File: config.mk
export PLATFORM = sky130hd
export DESIGN_NAME = sfsp_port
export DESIGN_NICKNAME = d
export VERILOG_FILES = /design/src/sfsp_pkg.sv /design/src/sfsp_sync.sv /design/src/sfsp_port.sv
export SDC_FILE = /design/constraint.sdc
export NUM_CORES = 1
export LEC_CHECK = 0
export ABC_AREA = 1
export BUFFER_PORTS_ARGS = -buffer_cell sky130_fd_sc_hd__buf_4
export CORE_MARGIN = 5
export CORE_UTILIZATION = 29
export DETAILED_ROUTE_END_ITERATION = 7
export HOLD_SLACK_MARGIN = 0.06
export SLEW_MARGIN = 20
export SYNTH_ARGS = -nofsm -noshare
export SYNTH_HDL_FRONTEND = slang
export SYNTH_SLANG_ARGS = --single-unit
File: constraint.sdc
create_clock -name ref_clk_i -period 4.4 [get_ports ref_clk_i]
set_clock_uncertainty 0.1 [all_clocks]
set_input_delay 0.22 -clock ref_clk_i [delete_from_list [all_inputs] [get_ports ref_clk_i]]
set_output_delay 0.22 -clock ref_clk_i [all_outputs]
set_load 0.01 [all_outputs]
File: src/sfsp_pkg.sv
// shared constants for the serial flash port
package sfsp_pkg;
   // command codes (plain defaults, change to suit the command set)
   localparam logic [7:0] OP_READ = 8'h03;
   localparam logic [7:0] OP_READ_ID = 8'h90;
   localparam logic [7:0] OP_STATUS_READ = 8'h05;
   localparam logic [7:0] OP_STATUS_WRITE = 8'h01;
   // identification codes, values are arbitrary
   localparam logic [7:0] MAKER_ID = 8'hA5;
   localparam logic [7:0] DEVICE_ID = 8'h5A;
   // status field positions
   localparam int ST_BUSY = 0;
   localparam int ST_WRITE_ENABLE = 1;
   localparam int ST_LEVEL_LO = 2;
   localparam int ST_LEVEL_HI = 3;
   localparam int ST_AAI = 6;
   localparam int ST_LOCK = 7;
   // power-up values of the protection bits
   localparam logic RST_LOCK = 1'b0;
   localparam logic RST_LEVEL = 1'b1;
   // array organisation: 16 address bits, 4 KByte sectors, 32 KByte blocks
   localparam int ADDR_W = 16;
   localparam int SECTOR_LSB = 12;
   localparam int BLOCK_LSB = 15;
   localparam logic [1:0] LAST_ADDR_BYTE = 2'h2;
   localparam logic [2:0] LAST_BIT = 3'h7;
   // number of pins that cross into the clock domain
   localparam int PIN_CNT = 5;
   // protocol phase of a frame
   typedef enum logic [1:0] {ph_opcode, ph_addr, ph_data, ph_ignore} sfsp_phase_e;
endpackage

File: src/sfsp_sync.sv
`timescale 1ns/10ps
`default_nettype none
// two-stage synchroniser for a group of pins
module sfsp_sync #(
   parameter int WIDTH = 1
) (
   input wire logic ref_clk_i,
   input wire logic rst_n_i,
   input wire logic [WIDTH-1:0] pin_i,
   output logic [WIDTH-1:0] pin_sync_o
);
   logic [WIDTH-1:0] stage1; // metastable stage, read only by stage two

   // reset to ones: select and pause read inactive, so no false pause after reset
   always_ff @(posedge ref_clk_i or negedge rst_n_i) begin
      if (!rst_n_i) begin
         stage1 <= '1;
         pin_sync_o <= '1;
      end else begin
         stage1 <= pin_i;
         pin_sync_o <= stage1;
      end
   end
endmodule
`default_nettype wire

File: src/sfsp_port.sv
`timescale 1ns/10ps
`default_nettype none
// How it works
// - input bits taken on serial clock rise
// - output bits shifted on serial clock fall
// - idle clock low or high both work
// - pause entered only with clock low, selected
// - pause left when input high, clock low
// - paused: output released, clock and input ignored
// - pause freezes counting, resumes same point
// - deselect while paused resets interface, pause stays
// - status write refused when locked, protect low
// - id locations return maker, device codes
// - array split into 4K sectors, 32K blocks
// - status shows busy, write enable, protection
// - status bit zero reports internal busy
// - lock freezes protect bits while protect is low; lock clears at power-up
// - levels power up set; chip erase needs zero
// - all bytes move most significant bit first
module sfsp_port (
   input wire logic ref_clk_i,
   input wire logic rst_n_i,
   input wire logic sck_i, // serial clock pin
   input wire logic si_i, // serial data in
   input wire logic cs_n_i, // chip select, active low
   input wire logic hold_n_i, // pause, active low
   input wire logic wp_n_i, // write protect, active low
   input wire logic busy_i, // internal erase/program running
   input wire logic write_enable_latch_i, // write enable state from the engine
   input wire logic aai_i, // auto-increment programming mode
   input wire logic [7:0] mem_rdata_i, // array data at array_addr_o
   output logic so_o, // serial data out
   output logic so_oe_o, // high while driving so_o
   output logic [7:0] status_o, // status byte
   output logic [7:0] opcode_o, // last opcode received
   output logic opcode_valid_o, // one-cycle pulse per opcode
   output logic [15:0] array_addr_o, // byte address into the array
   output logic [3:0] sector_o, // 4 KByte sector of array_addr_o
   output logic block_o, // 32 KByte block of array_addr_o
   output logic chip_erase_allowed_o // both protect levels clear
);
   logic [sfsp_pkg::PIN_CNT-1:0] pins_s; // synchronised pins
   logic sck_s, si_s, cs_n_s, hold_n_s, wp_n_s;
   logic sck_prev; // last sampled clock level
   logic hold_active; // device is paused
   logic rise_ev, fall_ev; // qualified serial clock edges
   logic [2:0] bit_cnt; // bit within the current byte
   logic [6:0] shift_in; // bits gathered so far
   logic [7:0] rx_byte; // byte completed by this edge
   logic byte_done; // last bit of a byte taken
   sfsp_pkg::sfsp_phase_e phase;
   logic [1:0] addr_cnt; // address bytes taken
   logic [7:0] out_reg; // outgoing byte, msb first
   logic out_active; // response phase reached
   logic load_pending; // refill out_reg next cycle
   logic lock, level_hi, level_lo; // protection bits
   logic status_wr; // status write attempt this cycle
   logic status_wr_ok;

   sfsp_sync #(.WIDTH(sfsp_pkg::PIN_CNT)) u_sync (
      .ref_clk_i(ref_clk_i),
      .rst_n_i(rst_n_i),
      .pin_i({sck_i, si_i, cs_n_i, hold_n_i, wp_n_i}),
      .pin_sync_o(pins_s)
   );
   assign {sck_s, si_s, cs_n_s, hold_n_s, wp_n_s} = pins_s;

   // edges seen only while selected and not paused; idle level does not matter
   assign rise_ev = sck_s && !sck_prev && !cs_n_s && !hold_active;
   assign fall_ev = !sck_s && sck_prev && !cs_n_s && !hold_active;
   assign byte_done = rise_ev && (bit_cnt == sfsp_pkg::LAST_BIT);
   assign rx_byte = {shift_in, si_s};

   // clock level history, kept even while paused so no false edge on resume
   always_ff @(posedge ref_clk_i or negedge rst_n_i) begin
      if (!rst_n_i) begin
         sck_prev <= 1'b1; // matches the synchroniser's idle-high reset level
      end else begin
         sck_prev <= sck_s;
      end
   end

   // pause tracking; a deferred change simply waits for the clock to be low
   always_ff @(posedge ref_clk_i or negedge rst_n_i) begin
      if (!rst_n_i) begin
         hold_active <= 1'b0;
      end else if (!hold_active) begin
         if (!cs_n_s && !hold_n_s && !sck_s) begin
            hold_active <= 1'b1;
         end
      end else if (hold_n_s && !sck_s) begin
         hold_active <= 1'b0;
      end
   end

   // bit gathering; deselect clears it even during a pause
   always_ff @(posedge ref_clk_i or negedge rst_n_i) begin
      if (!rst_n_i) begin
         bit_cnt <= 3'h0;
         shift_in <= 7'h00;
      end else if (cs_n_s) begin
         bit_cnt <= 3'h0;
         shift_in <= 7'h00;
      end else if (rise_ev) begin
         bit_cnt <= bit_cnt + 3'h1;
         shift_in <= rx_byte[6:0];
      end
   end

   // command decode per completed byte
   always_ff @(posedge ref_clk_i or negedge rst_n_i) begin
      if (!rst_n_i) begin
         phase <= sfsp_pkg::ph_opcode;
         opcode_o <= 8'h00;
         addr_cnt <= 2'h0;
         array_addr_o <= 16'h0000;
         out_active <= 1'b0;
         load_pending <= 1'b0;
      end else if (cs_n_s) begin
         phase <= sfsp_pkg::ph_opcode;
         addr_cnt <= 2'h0;
         out_active <= 1'b0;
         load_pending <= 1'b0;
      end else begin
         load_pending <= 1'b0;
         if (byte_done) begin
            unique case (phase)
               sfsp_pkg::ph_opcode: begin
                  opcode_o <= rx_byte;
                  if (rx_byte == sfsp_pkg::OP_STATUS_READ) begin
                     phase <= sfsp_pkg::ph_data;
                     out_active <= 1'b1;
                     load_pending <= 1'b1;
                  end else if (rx_byte == sfsp_pkg::OP_STATUS_WRITE) begin
                     phase <= sfsp_pkg::ph_data;
                  end else if (rx_byte == sfsp_pkg::OP_READ || rx_byte == sfsp_pkg::OP_READ_ID) begin
                     phase <= sfsp_pkg::ph_addr;
                  end else begin
                     phase <= sfsp_pkg::ph_ignore; // unknown code: stay silent to frame end
                  end
               end
               sfsp_pkg::ph_addr: begin
                  // only the low 16 bits address this array
                  array_addr_o <= {array_addr_o[7:0], rx_byte};
                  addr_cnt <= addr_cnt + 2'h1;
                  if (addr_cnt == sfsp_pkg::LAST_ADDR_BYTE) begin
                     phase <= sfsp_pkg::ph_data;
                     out_active <= 1'b1;
                     load_pending <= 1'b1;
                  end
               end
               sfsp_pkg::ph_data: begin
                  if (opcode_o == sfsp_pkg::OP_STATUS_WRITE) begin
                     phase <= sfsp_pkg::ph_ignore; // one status byte per frame
                  end else begin
                     load_pending <= 1'b1;
                     if (opcode_o != sfsp_pkg::OP_STATUS_READ) begin
                        array_addr_o <= array_addr_o + 16'h0001;
                     end
                  end
               end
               sfsp_pkg::ph_ignore: begin
                  phase <= sfsp_pkg::ph_ignore;
               end
            endcase
         end
      end
   end

   assign opcode_valid_o = byte_done && (phase == sfsp_pkg::ph_opcode);
   assign sector_o = array_addr_o[sfsp_pkg::SECTOR_LSB +: 4];
   assign block_o = array_addr_o[sfsp_pkg::BLOCK_LSB];

   // status write gating; refused while busy as well, since only polling is legal then
   assign status_wr = byte_done && (phase == sfsp_pkg::ph_data) && (opcode_o == sfsp_pkg::OP_STATUS_WRITE);
   assign status_wr_ok = status_wr && !busy_i && (wp_n_s || !lock);

   // protection bits, set at power-up to full protection and unlocked
   always_ff @(posedge ref_clk_i or negedge rst_n_i) begin
      if (!rst_n_i) begin
         lock <= sfsp_pkg::RST_LOCK;
         level_hi <= sfsp_pkg::RST_LEVEL;
         level_lo <= sfsp_pkg::RST_LEVEL;
      end else if (status_wr_ok) begin
         lock <= rx_byte[sfsp_pkg::ST_LOCK];
         level_hi <= rx_byte[sfsp_pkg::ST_LEVEL_HI];
         level_lo <= rx_byte[sfsp_pkg::ST_LEVEL_LO];
      end
   end

   // status byte; reserved bits read zero
   always_comb begin
      status_o = 8'h00;
      status_o[sfsp_pkg::ST_BUSY] = busy_i;
      status_o[sfsp_pkg::ST_WRITE_ENABLE] = write_enable_latch_i;
      status_o[sfsp_pkg::ST_LEVEL_LO] = level_lo;
      status_o[sfsp_pkg::ST_LEVEL_HI] = level_hi;
      status_o[sfsp_pkg::ST_AAI] = aai_i;
      status_o[sfsp_pkg::ST_LOCK] = lock;
   end

   assign chip_erase_allowed_o = !level_hi && !level_lo;

   // outgoing byte: loaded one cycle after the byte edge so the array sees the new address
   always_ff @(posedge ref_clk_i or negedge rst_n_i) begin
      if (!rst_n_i) begin
         out_reg <= 8'h00;
         so_o <= 1'b0;
      end else if (load_pending) begin
         if (opcode_o == sfsp_pkg::OP_STATUS_READ) begin
            out_reg <= status_o;
         end else if (opcode_o == sfsp_pkg::OP_READ_ID) begin
            out_reg <= array_addr_o[0] ? sfsp_pkg::DEVICE_ID : sfsp_pkg::MAKER_ID;
         end else begin
            out_reg <= mem_rdata_i;
         end
      end else if (fall_ev && out_active) begin
         so_o <= out_reg[7];
         out_reg <= {out_reg[6:0], 1'b0};
      end
   end

   // release the output when deselected or paused
   assign so_oe_o = out_active && !cs_n_s && !hold_active;
endmodule
`default_nettype wire

==> results.md, run 1 <==
- DRC errors left: 0
- CP required: 4510 ps
- Clock slew at the register clock pins of the worst setup and hold paths: about 60 ps
- Status: finished, final reports clean
- Core area: about 0.012 mm^2
- Async SR Flop Fraction: 100%
- # clock sinks: 64
- Internal reg-to-reg setup slack: about 2200 ps
- Die Area: approximately 0.014 mm^2
- Clock Path Buffers: 2
- Multi-input logic area: approximately 0.0015 mm^2
- Syn avg cell area: ~7.5 um^2
- Actual slew at the worst max-slew pin: slightly above 800 ps
- Setup-failing EPs final: 0
- Internal Power: roughly 1.1 mW
- Reg area: ~0.0016 mm^2
- Setup CP Type: reg -> reg
- Slowest Stage Delay on Critical Path: around 490 ps
- Cell variety after synth: 31
- Placer congestion estimate: roughly 0.87
- DR WL met2: around 4500 um
- Comb pwr share: around 3.7%
- Layout cells sized above 1: about a fifth
- Placement Setup Slack: between 2000 and 2500 ps
- Post-DP HPWL: around 6400 um
- Die W: 120 um
- Row count: 40
- Routed via count: about 3,200
- Pins Over Slew Limit: 0
- DIE HEIGHT: 120 um
- Fill cell count: about 1,200
- CTS buffer count: 9
- Initial antenna violation count: 0
- Worst min-delay path class: in -> reg
- WP buf/inv: 2
- Pwr dens: ~330 mW/mm^2
- Seq/Total Area, Yosys: between 40% and 50%
- Routed Wire Length: roughly 8700 um
- Cell Chain, Critical Path: nor2_4 > inv_2 > nand2_1 > nand2_1 > nor2_8 > inv_2 > nand2_1 > nand2_1
- Sw frac: ~22%
- Critical Path End Type: flip-flop
- #FFs+latches synth: 64
- Setup TNS: 0 ps
- Layout net count: between 500 and 600
- Period Utilization, post-route: roughly half
- Root buffer cell: clkbuf_16
- Startpoint types: flip-flop
- Antenna Nets Post-Route: 0
- Initial drt markers: around 150
- IO Pins: just under 60
- Post CTS Setup Buffer Count: 0
- Relative slew slack: around 45%
- Critical path's top delay family: simple AND/OR/NAND/NOR gates
- Largest net degree at the start of global routing: 65
- Reg power frac: 42.1%
- Port Buffer Count: 56
- Critical-path top delay cell: nor2_4
- Diode count: 0
- Critical Path Most Common Cell: nand2_1
- Post_cts resized: 0
- Leading area contributor after synthesis: dfrtp_1
- Fin crit period: around 2200 ps
- Max layer used: met4
- Via density: roughly 4.7
- Final hold vios: 0
- Max reg flops: 16
- Post-synthesis cell area: roughly 0.0035 mm^2
- Starting Density: between 20% and 30%
- Total track usage: about an eighth
- Clk pwr share: about 54%
- Worst-path fanout max: 27
- EDFF count, synth: 0
- Synth cell count leaders: nand2_1, inv_1, dfrtp_1
- Max-Cap Viols: 0
- Drt first pass iters: 5
- H-tree levels: 3
- Synth top area cells: dfrtp_1, nand2_1, dfstp_2
- Yosys warning count: 0
- Peak VDD IR: between 100 and 150 uV
- Fmax: around 450 MHz
- Synth Flop Type: dfrtp_1
- Hold Buf Count CTS: 7
- Vias in the first global route: roughly 3,100
- Most common cell in the synthesized netlist: nand2_1
- Net Sw Power: between 0.3 and 0.4 mW
- Routed length per instance: between 10 and 15 um
- P_leak: 2.20 nW
- Count of mapped cells out of synthesis: between 400 and 500
- M1 wire length: about 3800 um
- Final worst slack: ~2200 ps
- Synth-to-Final Area Change: 24.3%
- Unrepaired setup endpoints after global routing: false
- Critical path arrival: ~2300 ps
- Metal3 WL: roughly 320 um
- CTS tree: built
- First-pass GRT wire length: 14,800 um
- Gr ovfl total: 0
- Yosys top cell area share: roughly 36%
- Clk Latency, worst-skew pair: 330 ps
==> per-layer routing <==
layer	global-route usage [%]	vias to the layer above
met4	4.08	0
met1	15.6	1497
met5	0	-
met3	2.54	8
met2	22.1	59
li1	-	1590
==> cells by family after synthesis <==
| logic type | Yosys count | synth area share (%) |
|---|---|---|
| compound gates | 55 | 8.47 |
| xor+xnor | 2 | 0.498 |
| fa+ha+maj | 4 | 1.42 |
| buf+inv | 83 | 11.0 |
| flops | 64 | 46.0 |
| other cells | 1 | 0.107 |
| simple gates | 259 | 32.5 |
==> path summary, 6_finish.rpt <==
path | start | end | cells past startpoint
max reg2reg | phase[0]$_DFFE_PN0P_ | array_addr_o[9]$_DFFE_PN0P_ | 8
min reg2reg | u_sync.stage1[0]$_DFF_PN1_ | u_sync.pin_sync_o[0]$_DFF_PN1_ | 0
max in group asynchronous | rst_n_i | array_addr_o[10]$_DFFE_PN0P_ | 2
max | phase[0]$_DFFE_PN0P_ | array_addr_o[9]$_DFFE_PN0P_ | 8
min | write_enable_latch_i | out_reg[1]$_DFFE_PN0P_ | 3
min in group asynchronous | rst_n_i | array_addr_o[14]$_DFFE_PN0P_ | 2
==> final cells by class <==
| class | instances | area share [%] |
|---|---|---|
| clock inverter | 7 | 2.38 |
| clock buffer | 9 | 5.15 |
| sequential | 64 | 37.0 |
| multi-input combinational | 322 | 34.7 |
| timing repair buffer | 63 | 11.2 |
| tap | 147 | 4.21 |
| inverter | 62 | 5.33 |
==> worst reg2reg max path, stage by stage, from the launching register on <==
cell	delay, ps
dfrtp_1	430
nor2_4	490
inv_2	200
nand2_1	110
nand2_1	120
nor2_8	320
inv_2	170
nand2_1	90
nand2_1	50
==> power groups by stage <==
stage	Combinational (mW)	Clock [mW]	Sequential [mW]
final	0.0532	0.780	0.607
after floorplan	0.0241	0	0.615
after global routing	0.0614	0.824	0.608
after detailed placement	0.0497	0	0.617
after CTS	0.0549	0.796	0.607
after global placement	0.0487	0	0.617
==> per-stage QoR <==
step / cell area (um^2) / power (mW) / cells / util, % / hold WS, ps
final: 4370 / 1.44 / 674 / 36.5 / 65.5
after global routing: 4370 / 1.49 / 674 / 36.5 / 70.8
after CTS: 4370 / 1.46 / 674 / 36.5 / 62.2
after detailed placement: 3970 / 0.667 / 651 / 33.2 / 231
after global placement: 3970 / 0.666 / 651 / 33.2 / 231
after floorplan: 3520 / 0.639 / 469 / - / -176
==> placed cells by master (no fill, tap or decap), drive strengths merged <==
master,netlist,routed
nand2,154,154
inv,62,63
buf,18,56
dfrtp,51,51
nand3,43,43
nor2,43,43
o21ai,38,38
dfstp,13,13
nand4,11,11
clkbuf,3,9
o22ai,8,8
dlygate4sd3,0,7
a21oi,5,5
ha,4,4
clkinv,0,4
nor3,3,3
or2,2,2
nand3b,2,2
xor2,2,2
a22o,2,2
conb,1,2
bufinv,0,2
a22oi,1,1
nor2b,1,1
o211ai,1,1
(Power assumes the default switching activity.)
==> inputs of run 2 (changes only) <==
- clock period: 4.4 -> 1.95 ns (I/O delays scaled with it)
==> results.md, run 2 (same netlist as run 1, synthesis figures left out) <==
- Root buffer cell: clkbuf_16 (unchanged)
- R2r startpoint: u_sync.pin_sync_o[4]$_DFF_PN1_ (was phase[0]$_DFFE_PN0P_)
- Critical Path End Type: flip-flop (unchanged)
- Clk pwr share: 51.4% (was 54.2%)
- Max-Cap Viols: 0 (unchanged)
- Clk Latency, worst-skew pair: 330 ps (about the same)
- Die W: 120 um (unchanged)
- Largest net degree at the start of global routing: 37 (was 65)
- Setup TNS: 0 ps (unchanged)
- Hold Startpoint: mem_rdata_i[7] (was write_enable_latch_i)
- Clock Path Buffers: 2 (unchanged)
- Reg area: 0.00162 mm^2 (unchanged)
- Total track usage: 12.8% (was 12.6%)
- Starting Density: 29.4% (unchanged)
- Routed Wire Length: 8970 um (was 8710 um)
- Worst min-delay path class: in -> reg (unchanged)
- Via density: 4.60 (was 4.68)
- Crit path launch: u_sync.pin_sync_o[4]$_DFF_PN1_ (was phase[0]$_DFFE_PN0P_)
- Core area: 0.0120 mm^2 (unchanged)
- Drt first pass iters: 4 (was 5)
- Antenna Nets Post-Route: 0 (unchanged)
- Status: finished, final reports clean (unchanged)
- Clock slew at the register clock pins of the worst setup and hold paths: 60 ps (about the same)
- Synth-to-Final Area Change: 29.3% (was 24.3%)
- IO Pins: 59 (unchanged)
- Fin crit period: 1820 ps (was 2200 ps)
- DRC errors left: 0 (unchanged)
- Gr ovfl total: 0 (unchanged)
- CP required: 2090 ps (was 4510 ps)
- Row count: 40 (unchanged)
- Initial drt markers: 213 (was 153)
- Relative slew slack: 66.7% (was 45.0%)
- Commonest non-fill, non-tap cell in the layout: nand2_1 (unchanged)
- Period Utilization, post-route: 93.3% (was 50.1%)
- Routed via count: 3,195 (was 3,154)
- H-tree levels: 3 (unchanged)
- Max reg flops: 16 (unchanged)
- Worst-path fanout max: 10 (was 27)
- DIE HEIGHT: 120 um (unchanged)
- Multi-input logic area: 0.00153 mm^2 (was 0.00152 mm^2)
- Fmax: 550 MHz (was 454 MHz)
- Tot Pwr: 3.10 mW (was 1.44 mW)
- Setup-failing EPs final: 0 (unchanged)
- Vias in the first global route: 3,134 (unchanged)
- Internal Power: 2.41 mW (was 1.13 mW)
- CTS tree: built (unchanged)
- Peak VDD IR: 299 uV (was 133 uV)
- Most frequent cells in the layout: nand2_1, buf_4, inv_1 (was nand2_1, inv_1, buf_4)
- Pwr dens: 683 mW/mm^2 (was 330 mW/mm^2)
- First-pass GRT wire length: 15,100 um (was 14,800 um)
- Layout cells sized above 1: 20.6% (was 18.8%)
- Initial antenna violation count: 0 (unchanged)
- Reg power frac: 44.2% (was 42.1%)
- Comb pwr share: 4.5% (was 3.7%)
- Layout net count: 565 (was 544)
- Actual slew at the worst max-slew pin: 498 ps (was 826 ps)
- Placement Setup Slack: 139 ps (was 2220 ps)
- Startpoint types: flip-flop (unchanged)
- Diode count: 0 (unchanged)
- Fill cell count: 1,208 (was 1,227)
- Die Area: 0.0144 mm^2 (unchanged)
- Port Buffer Count: 56 (unchanged)
- CTS buffer count: 9 (unchanged)
- Final worst slack: 130 ps (was 2200 ps)
- Unrepaired setup endpoints after global routing: false (unchanged)
- Critical path arrival: 1960 ps (was 2310 ps)
- # clock sinks: 64 (unchanged)
- Post-DP HPWL: 6540 um (was 6360 um)
- Sw frac: 22.3% (was 21.9%)
- Routed length per instance: 12.9 um (about the same)
- P_leak: 2.29 nW (was 2.20 nW)
- Setup CP Type: reg -> reg (unchanged)
- Pins Over Slew Limit: 0 (unchanged)
- Final hold vios: 0 (unchanged)
- Placer congestion estimate: 0.842 (was 0.868)
- Net Sw Power: 0.692 mW (was 0.315 mW)
[run 2: changes by cell type in the layout (fill, tap and decap cells not counted)]
cell           delta
buf_12            +1
buf_4            +12
bufinv_16         -1
clkinv_2          +2
clkinv_4          -4
clkinvlp_4        +3
dlygate4sd3_1     +8
nand2_2           -1
nand2_8           +1
nor2_1            -1
nor2_2            +1
[run 2: path summary, 6_finish.rpt]
kind                                                       end  slack, ps  depth (start not counted)
worst max register to register     array_addr_o[0]$_DFFE_PN0P_        130                          9
min in group asynchronous          array_addr_o[8]$_DFFE_PN0P_        150                          2
worst min register to register  u_sync.pin_sync_o[3]$_DFF_PN1_        250                          0
worst max-delay path               array_addr_o[0]$_DFFE_PN0P_        130                          9
max in group asynchronous       u_sync.pin_sync_o[0]$_DFF_PN1_       1020                          3
worst min-delay path                    out_reg[7]$_DFFE_PN0P_         80                          7
[run 2: layer usage]
layer	GRT usage (%)	vias to the layer above	wire, um
li1	-	1631	-
met4	6.01	0	187
met1	16.1	1498	4000
met5	0	-	0
met2	21.7	51	4490
met3	1.84	15	286
[run 2: power by group through the flow]
stage | clock (mW) | sequential [mW] | combinational, mW
global route | 1.69 | 1.37 | 0.157
detailed placement | 0 | 1.39 | 0.118
global placement | 0 | 1.39 | 0.115
floorplan | 0 | 1.39 | 0.0543
CTS | 1.63 | 1.37 | 0.142
finish | 1.59 | 1.37 | 0.139
[run 2: timing repair]
| action | CTS | global route |
|---|---|---|
| endpoints found under the setup margin | 1 | 2 |
| resized for setup | 1 | 2 |
| buffers inserted | 0 | 7 |
| pin swaps | 0 | 2 |
| hold buffers | 15 | 0 |
| hold endpoints to repair | 62 | 0 |
| gates cloned | 0 | 0 |
[run 2: critical path, cell delays in order (launching register included)]
cell,delay (ps)
dfstp_2,540
inv_1,60
nor2_2,120
nand2_4,120
nor2_8,210
nand2_4,90
nor2_8,190
buf_4,170
nand2_1,50
o21ai_0,80
[run 2: layout make-up]
type,instances,area share [%]
flip-flops and latches,64,35.6
multi-input cells,322,33.7
repair buffers,84,15.0
inverters,62,5.12
clock buffers,9,4.96
well taps,147,4.05
clock inverters,7,1.57
[run 2: through the flow]
step / hold slack [ps] / instances / cell area (um^2) / utilization, %
after floorplan: -298 / 469 / 3520 / -
after global placement: -38.7 / 657 / 4030 / 33.7
after detailed placement: -33.4 / 657 / 4030 / 33.7
after CTS: 69.8 / 688 / 4480 / 37.4
after global routing: 130 / 695 / 4540 / 38.0
final: 81.8 / 695 / 4540 / 38.0
